===== src/core/vas_map.svh =====
// Register offsets, field positions, reset values and timing figures of the
// voltage converter sequencer. Assumes it is included by bare name.
`ifndef VAS_MAP_SVH
`define VAS_MAP_SVH

// ****************************************************************
// Register offsets
// ****************************************************************
`define VAS_OFS_AUX_VALUE 8'h21
`define VAS_OFS_SUPPLY_VALUE 8'h22
`define VAS_OFS_CONFIG_ONE 8'h40
`define VAS_OFS_STATUS 8'h41
`define VAS_OFS_AUX_LOW 8'h46
`define VAS_OFS_AUX_HIGH 8'h47
`define VAS_OFS_SUPPLY_LOW 8'h48
`define VAS_OFS_SUPPLY_HIGH 8'h49
`define VAS_OFS_CHAN_SELECT 8'h55
`define VAS_OFS_CONFIG_TWO 8'h73

// ****************************************************************
// Field positions
// ****************************************************************
`define VAS_CFG1_RESCALE_BIT 7
`define VAS_CFG1_TIMEOUT_DIS_BIT 6
`define VAS_CFG2_AVG_OFF_BIT 4
`define VAS_CFG2_BYPASS_BIT 5
`define VAS_CFG2_SINGLE_BIT 6
`define VAS_SEL_MSB 7
`define VAS_SEL_LSB 5
`define VAS_STAT_AUX_BIT 0
`define VAS_STAT_SUPPLY_BIT 1
`define VAS_STAT_LINE_BIT 7

// ****************************************************************
// Reset values and constants
// ****************************************************************
`define VAS_RST_VALUE 8'h00
`define VAS_RST_LOW_LIMIT 8'h00
`define VAS_RST_HIGH_LIMIT 8'hFF
`define VAS_RST_CONFIG 8'h00
`define VAS_RDATA_UNMAPPED 8'h00
`define VAS_AVG_LAST 4'hF
`define VAS_NOMINAL_CODE 10'h300

// ****************************************************************
// Timing
// ****************************************************************
`define VAS_CLK_PERIOD_NS 8
`define VAS_CONV_TIME_NS 700000

`endif


===== src/core/vas_pkg.sv =====
// Types shared by the voltage converter sequencer.
// Assumes the map header supplies all numeric constants except the state and channel codes defined here.
package vas_pkg;

	// ****************************************************************
	// Sequencer states
	// ****************************************************************
	typedef enum logic [0:0] {
		VAS_ST_START = 1'b0,
		VAS_ST_SLOT = 1'b1
	} vas_state_t;

	// ****************************************************************
	// Converter channel codes
	// ****************************************************************
	typedef enum logic [2:0] {
		VAS_CH_NONE = 3'h0,
		VAS_CH_AUX = 3'h1,
		VAS_CH_SUPPLY = 3'h2,
		VAS_CH_REMOTE1 = 3'h5,
		VAS_CH_LOCAL = 3'h6,
		VAS_CH_REMOTE2 = 3'h7
	} vas_chan_t;

endpackage


===== src/core/vas_sequencer.sv =====
// Conversion sequencer, averaging, limit check and register file around
// a 10-bit successive-approximation converter for two supply rails.
// Assumes a converter macro that answers each start with one done pulse
// and a 10-bit result, and a serial front-end that drives the register port.
`timescale 1ns/1ps
`include "vas_map.svh"

module vas_sequencer
	import vas_pkg::*;
#(
	parameter int CONV_CYCLES = `VAS_CONV_TIME_NS / `VAS_CLK_PERIOD_NS
) (
	input wire logic clock_i,
	input wire logic reset_i,
	input wire logic [7:0] reg_addr_i,
	input wire logic reg_wr_i,
	input wire logic [7:0] reg_wdata_i,
	input wire logic reg_rd_i,
	output logic [7:0] reg_rdata_o,
	output logic conv_start_o,
	output logic [2:0] conv_channel_o,
	input wire logic conv_done_i,
	input wire logic [9:0] conv_result_i,
	output logic atten_bypass_o,
	output logic supply_rescale_o,
	output logic bus_timeout_disable_o,
	input wire logic alert_line_i,
	output logic alert_o,
	output logic alert_oe_o
);

	// ****************************************************************
	// Helpers
	// ****************************************************************
	function automatic logic out_of_limits(input logic [7:0] meas,
		input logic [7:0] low, input logic [7:0] high);
		out_of_limits = (meas < low) || (meas > high);
	endfunction

	function automatic vas_chan_t next_round_robin(input vas_chan_t cur);
		next_round_robin = (cur == VAS_CH_AUX) ? VAS_CH_SUPPLY : VAS_CH_AUX;
	endfunction

	// ****************************************************************
	// State
	// ****************************************************************
	vas_state_t state_reg, state_next;
	logic [31:0] timer_reg, timer_next;
	vas_chan_t chan_reg, chan_next;
	logic [3:0] count_reg, count_next;
	logic [13:0] acc_reg, acc_next;
	logic [7:0] aux_value_reg, aux_value_next;
	logic [7:0] supply_value_reg, supply_value_next;
	logic [7:0] aux_low_reg, aux_low_next;
	logic [7:0] aux_high_reg, aux_high_next;
	logic [7:0] supply_low_reg, supply_low_next;
	logic [7:0] supply_high_reg, supply_high_next;
	logic [7:0] select_reg, select_next;
	logic [7:0] config_one_reg, config_one_next;
	logic [7:0] config_two_reg, config_two_next;
	logic [1:0] status_reg, status_next;
	logic [1:0] cond_reg, cond_next;
	logic [7:0] rdata_reg, rdata_next;
	logic alert_oe_reg, alert_oe_next;

	logic single_mode;
	logic avg_off;
	vas_chan_t active_chan;
	logic [13:0] sum;
	logic [7:0] meas;
	logic publish;
	logic aux_bad;
	logic supply_bad;

	assign single_mode = config_two_reg[`VAS_CFG2_SINGLE_BIT];
	assign avg_off = config_two_reg[`VAS_CFG2_AVG_OFF_BIT];
	// A select code outside the enumeration converts nothing useful here.
	assign active_chan = single_mode ?
		vas_chan_t'(select_reg[`VAS_SEL_MSB:`VAS_SEL_LSB]) : chan_reg;
	assign sum = acc_reg + {4'h0, conv_result_i};
	// Upper eight bits of the 10-bit code, or of the 10-bit average.
	assign meas = avg_off ? conv_result_i[9:2] : sum[13:6];
	assign publish = avg_off || (count_reg == `VAS_AVG_LAST);
	assign aux_bad = out_of_limits(meas, aux_low_reg, aux_high_reg);
	assign supply_bad = out_of_limits(meas, supply_low_reg, supply_high_reg);

	// ****************************************************************
	// Next-state logic
	// ****************************************************************
	always_comb begin
		state_next = state_reg;
		timer_next = timer_reg;
		chan_next = chan_reg;
		count_next = count_reg;
		acc_next = acc_reg;
		aux_value_next = aux_value_reg;
		supply_value_next = supply_value_reg;
		status_next = status_reg;
		cond_next = cond_reg;
		conv_start_o = 1'b0;

		if (reg_rd_i && (reg_addr_i == `VAS_OFS_STATUS)) begin
			// A bit whose violation persists stays set after the read.
			status_next = status_reg & cond_reg;
		end

		case (state_reg)
			VAS_ST_START: begin
				// Held low in reset so the converter never sees a start it cannot answer.
				conv_start_o = !reset_i;
				timer_next = '0;
				state_next = VAS_ST_SLOT;
			end
			VAS_ST_SLOT: begin
				// The slot length is fixed: a late done still lands in its own slot, and a
				// missing done only skips one sample instead of stalling the sequence.
				timer_next = timer_reg + 32'h1;
				if (timer_reg >= 32'(CONV_CYCLES - 1)) begin
					state_next = VAS_ST_START;
				end
				if (conv_done_i) begin
					if (publish) begin
						acc_next = '0;
						count_next = '0;
						case (active_chan)
							VAS_CH_AUX: begin
								aux_value_next = meas;
								cond_next[`VAS_STAT_AUX_BIT] = aux_bad;
								if (aux_bad) begin
									status_next[`VAS_STAT_AUX_BIT] = 1'b1;
								end
							end
							VAS_CH_SUPPLY: begin
								supply_value_next = meas;
								cond_next[`VAS_STAT_SUPPLY_BIT] = supply_bad;
								if (supply_bad) begin
									status_next[`VAS_STAT_SUPPLY_BIT] = 1'b1;
								end
							end
							default: begin
							end
						endcase
						if (!single_mode) begin
							chan_next = next_round_robin(chan_reg);
						end
					end else begin
						acc_next = sum;
						count_next = count_reg + 4'h1;
					end
				end
			end
			default: state_next = VAS_ST_START;
		endcase

		// Alert follows sticky status, so it drops only once a read cleared it.
		alert_oe_next = |status_next;
	end

	// ****************************************************************
	// Registers
	// ****************************************************************
	always_ff @(posedge clock_i) begin
		if (reset_i) begin
			state_reg <= VAS_ST_START;
			timer_reg <= '0;
			chan_reg <= VAS_CH_AUX;
			count_reg <= '0;
			acc_reg <= '0;
			aux_value_reg <= `VAS_RST_VALUE;
			supply_value_reg <= `VAS_RST_VALUE;
			status_reg <= '0;
			cond_reg <= '0;
		end else begin
			state_reg <= state_next;
			timer_reg <= timer_next;
			chan_reg <= chan_next;
			count_reg <= count_next;
			acc_reg <= acc_next;
			aux_value_reg <= aux_value_next;
			supply_value_reg <= supply_value_next;
			status_reg <= status_next;
			cond_reg <= cond_next;
		end
	end

	// ****************************************************************
	// Limit and configuration registers
	// ****************************************************************
	// Value and status registers are read-only; writes to them fall through
	// to the default branch and are dropped.
	always_comb begin
		aux_low_next = aux_low_reg;
		aux_high_next = aux_high_reg;
		supply_low_next = supply_low_reg;
		supply_high_next = supply_high_reg;
		select_next = select_reg;
		config_one_next = config_one_reg;
		config_two_next = config_two_reg;
		if (reg_wr_i) begin
			case (reg_addr_i)
				`VAS_OFS_AUX_LOW: aux_low_next = reg_wdata_i;
				`VAS_OFS_AUX_HIGH: aux_high_next = reg_wdata_i;
				`VAS_OFS_SUPPLY_LOW: supply_low_next = reg_wdata_i;
				`VAS_OFS_SUPPLY_HIGH: supply_high_next = reg_wdata_i;
				`VAS_OFS_CHAN_SELECT: select_next = reg_wdata_i;
				`VAS_OFS_CONFIG_ONE: config_one_next = reg_wdata_i;
				`VAS_OFS_CONFIG_TWO: config_two_next = reg_wdata_i;
				default: begin
				end
			endcase
		end
	end

	always_ff @(posedge clock_i) begin
		if (reset_i) begin
			aux_low_reg <= `VAS_RST_LOW_LIMIT;
			aux_high_reg <= `VAS_RST_HIGH_LIMIT;
			supply_low_reg <= `VAS_RST_LOW_LIMIT;
			supply_high_reg <= `VAS_RST_HIGH_LIMIT;
			select_reg <= `VAS_RST_CONFIG;
			config_one_reg <= `VAS_RST_CONFIG;
			config_two_reg <= `VAS_RST_CONFIG;
		end else begin
			aux_low_reg <= aux_low_next;
			aux_high_reg <= aux_high_next;
			supply_low_reg <= supply_low_next;
			supply_high_reg <= supply_high_next;
			select_reg <= select_next;
			config_one_reg <= config_one_next;
			config_two_reg <= config_two_next;
		end
	end

	// ****************************************************************
	// Read data
	// ****************************************************************
	// Read data is captured so the serial front-end can shift it out over many
	// bus clocks while measurements keep changing underneath.
	always_comb begin
		rdata_next = rdata_reg;
		if (reg_rd_i) begin
			case (reg_addr_i)
				`VAS_OFS_AUX_VALUE: rdata_next = aux_value_reg;
				`VAS_OFS_SUPPLY_VALUE: rdata_next = supply_value_reg;
				`VAS_OFS_AUX_LOW: rdata_next = aux_low_reg;
				`VAS_OFS_AUX_HIGH: rdata_next = aux_high_reg;
				`VAS_OFS_SUPPLY_LOW: rdata_next = supply_low_reg;
				`VAS_OFS_SUPPLY_HIGH: rdata_next = supply_high_reg;
				`VAS_OFS_CHAN_SELECT: rdata_next = select_reg;
				`VAS_OFS_CONFIG_ONE: rdata_next = config_one_reg;
				`VAS_OFS_CONFIG_TWO: rdata_next = config_two_reg;
				`VAS_OFS_STATUS: rdata_next = {alert_line_i, 5'h00, status_reg};
				default: rdata_next = `VAS_RDATA_UNMAPPED;
			endcase
		end
	end

	always_ff @(posedge clock_i) begin
		if (reset_i) begin
			rdata_reg <= `VAS_RDATA_UNMAPPED;
		end else begin
			rdata_reg <= rdata_next;
		end
	end

	// ****************************************************************
	// Alert driver
	// ****************************************************************
	// Registered so the open-drain enable cannot glitch during a status read.
	always_ff @(posedge clock_i) begin
		if (reset_i) begin
			alert_oe_reg <= 1'b0;
		end else begin
			alert_oe_reg <= alert_oe_next;
		end
	end

	// ****************************************************************
	// Outputs
	// ****************************************************************
	assign reg_rdata_o = rdata_reg;
	assign conv_channel_o = active_chan;
	assign atten_bypass_o = config_two_reg[`VAS_CFG2_BYPASS_BIT];
	assign supply_rescale_o = config_one_reg[`VAS_CFG1_RESCALE_BIT];
	assign bus_timeout_disable_o = config_one_reg[`VAS_CFG1_TIMEOUT_DIS_BIT];
	// Open-drain line: only ever pulled low.
	assign alert_o = 1'b0;
	assign alert_oe_o = alert_oe_reg;

endmodule // vas_sequencer


===== config.mk =====
export PLATFORM = sky130hd
export DESIGN_NAME = vas_sequencer
export DESIGN_NICKNAME = d
export VERILOG_FILES = /design/src/core/vas_pkg.sv /design/src/core/vas_sequencer.sv
export VERILOG_INCLUDE_DIRS = /design/src /design/src/core
export SDC_FILE = /design/constraint.sdc
export NUM_CORES = 1
export LEC_CHECK = 0
export BUFFER_PORTS_ARGS = -buffer_cell sky130_fd_sc_hd__buf_2
export CORE_ASPECT_RATIO = 1.4
export CORE_UTILIZATION = 30
export DETAILED_ROUTE_END_ITERATION = 8
export GPL_TIMING_DRIVEN = 0
export SLEW_MARGIN = 10
export SYNTH_ARGS = -nofsm -noshare
export SYNTH_HDL_FRONTEND = slang
export SYNTH_SLANG_ARGS = --single-unit

===== constraint.sdc =====
create_clock -name clock_i -period 4.9 [get_ports clock_i]
set_clock_uncertainty 0.15 [all_clocks]
set_input_delay 0.735 -clock clock_i [delete_from_list [all_inputs] [get_ports clock_i]]
set_output_delay 0.735 -clock clock_i [all_outputs]
set_load 0.01 [all_outputs]

==> flow_summary.toml <==
[route]
avgViaCountPerCell = 5.26
drtIter0Drc = 512
detail_route.drc_violations = 0
finalWirelength_um = 22700
drt-pass1-iter-count = 5
postRouteAntennaNets = 0
wl_per_cell_um = 17.4
vias = 6860

[worst_hold_path]
worstHoldPathType = "reg2reg"
timing.hold.worst.start = "acc_reg[3]"

[flow_run]
cap_viol_max_count = 0

[synthesis]
ys_top_cells_by_area = "dfxtp_1 (37%), ha_1 (7.0%), nor2_1 (5.7%)"
synthTopCellsByCount = "dfxtp_1 (138), nor2_1 (115), nand2_1 (75)"
netlist_instances = 911
synthesis.nets = 986
mean_instance_size_in_the_synthesized_netlist_um2 = 8.28
synth_async_sr_flop_share_pct = 0
synth.top_cell.area_share_pct = 36.6
syn-cell-area_um2 = 7540
netlist.top_cell.by_area = "dfxtp_1"
synth_sequential_area_ratio_pct = 36.6
yosys.cell_count.top_type = "dfxtp_1"
synth-warning-count = 0
synth.distinct_cells = 64
synth_ff_type = "dfxtp_1"
ys_seq_elements = 138
edff_count_synth = 0

[grt]
wire_length_of_the_first_global_routing_pass_um = 36000
first_global_vias = 6692
track_usage_pct = 18.4
maximum_number_of_pins_on_one_net_before_global_route_repair = 17
grt_antenna_before_repair = 1
grt_overflow = 0

[die]
initial_core_util_pct = 30.6
die_w_um = 136
io_pins = 49
die_h_um = 190
coreArea_um2 = 24700
placementRows = 68
dieArea_um2 = 25800

[timing]
totalNegativeSetupSlack_ns = 0
count_of_final_setup_violators = 0
min_period_ns = 4.61
worst_hold_slack_ns = 0.306
achievable-frequency_ghz = 0.217
period_share_pct = 94.0
worst_pin_slew_ns = 0.961
slew-limit-headroom_pct = 35.6
worst_path_setup_slack_after_routing_ns = 0.294
maxSlewViolCount = 0
unrepaired_setup_endpoints_after_global_routing = "false"
timing.final.hold_violations = 0

[placement]
place_ws_ns = -0.235
gp_routability_congestion = 0.942
buffer_ports.inserted = 43
dp_hpwl_um = 17000

[layout]
largest_reg_flops = 32
syn2layout_area_growth_pct = 17.1
utilization_pct = 35.8
final_nets = 1050
post_route_cells_drive_above_1_share_pct = 10.4

[pwr]
power.leakage_uw = 0.00343
power.density_nw_per_um2 = 326
finalPower_uw = 2880
vdd.ir_drop.worst_uv = 278

[cts]
h_tree_levels = 4
cts.root.buffer_cell = "clkbuf_16"
clock_tree_from_tritoncts = "built"
ctsLongestPathBuffers = 2
cts-buffers-inserted = 17
insertion_delay_ns = 0.43
clk_transition_reported_paths_ns = 0.06
cts.sink_count = 138
cts_setup_buffers = 0

[outcome]
outcome = "completed"

[worst_setup_path]
worstSetupStartpoint = "conv_result_i[0]"
critPathCaptureType = "flop"
timing.critical_path.fanout_max = 5
critical_path.startpoint_type = "input pin"
worst-endpoint-required_ns = 5.08
critPathArrivalTime_ns = 4.79
slowest_stage = "fa_1"
critical_path.cell_chain = "buf_2 > ha_1 > fa_1 > a211oi_1 > o211a_1 > o21ai_0 > xor2_1 > mux2i_2 > inv_1 > ha_1 > nand3_1 > o21bai_1 > a21o_1 > a21oi_1 > o21ai_0 > a41oi_1"
path_class = "in2reg"
worstReg2RegStart = "acc_reg[0]"
critPathMaxStageDelay_ns = 0.43
==> power breakdown <==
group	total [uW]	switching [uW]	internal [uW]	leakage, uW
clock	1430	505	927	0.000312
combinational	305	200	105	0.00200
sequential	1140	7.80	1130	0.00111
total	2880	713	2170	0.00343
==> per-stage QoR <==
stage          cells  area, um^2
2_1_floorplan    911        7540
6_report        1303        8830
3_3_place_gp    1269        8150
4_1_cts         1302        8830
5_1_grt         1302        8830
3_5_place_dp    1271        8180
==> path summary, 6_finish.rpt <==
| check | slack [ns] | cells past startpoint | endpoint |
|---|---|---|---|
| worst max-delay path | 0.29 | 16 | alert_oe_o |
| worst min-delay path | 0.31 | 2 | acc_reg[3] |
| worst max register to register | 0.42 | 15 | alert_oe_o |
| worst min register to register | 0.31 | 2 | acc_reg[3] |
==> worst max-delay path, delay by kind of cell <==
family,cells,cell delay (ns)
simple gates,1,0.10
fa+ha+maj,3,1.01
buf+inv,2,0.34
xor+xnor,1,0.24
compound gates,8,2.04
mux,1,0.32
==> what timing repair did <==
action	4_1_cts	5_1_grt
setup endpoints to repair	0	2
hold buffers	0	0
gates resized for setup	0	2
==> layer usage <==
metal | track usage [%] | part of all wire, %
met1 | 20.1 | 41
met2 | 31.4 | 49
met3 | 3.62 | 4.3
met4 | 12.9 | 6.2
met5 | 0 | 0
==> placed cells by master, fill, tap and decap left out, drive strengths merged, types with 6 or more instances in the layout <==
master / count
a211o: 17
a211oi: 10
a21o: 15
a21oi: 66
a221oi: 8
a22o: 9
a22oi: 21
buf: 58
clkbuf: 58
dfxtp: 138
ha: 42
inv: 49
mux2i: 37
nand2: 75
nand2b: 7
nand3: 46
nand4: 10
nor2: 116
nor2b: 16
nor3: 11
nor3b: 6
nor4: 9
o211ai: 12
o21ai: 29
o22ai: 9
or3: 8
xnor2: 21
xor2: 14
==> layout make-up <==
type                            instances  area [um^2]
Fill cell                            2577        15800
Tap cell                              315          394
Inverter                               48          180
Sequential cell                       138         2760
Timing Repair Buffer                   45          228
Clock inverter                         11          193
Clock buffer                           20          457
Multi-Input combinational cell        674         4410
Buffer                                 51          206
Antenna cell                            1         2.50
==> cell families (layout without fill, tap and decap cells) <==
logic type               after synthesis  in the layout  share of synthesized area (%)
adder cells (fa/ha/maj)               43             43                           7.23
other                                  1              2                         0.0497
multiplexers                          42             42                           5.66
flip-flops                           138            138                           36.6
AND/OR/NAND/NOR                      332            332                           21.7
buffers and inverters                 99            175                           5.12
XOR/XNOR                              35             35                           4.06
AO/OA/AOI/OAI                        221            221                           19.6
Note: power is estimated with default switching activity, not from simulation.
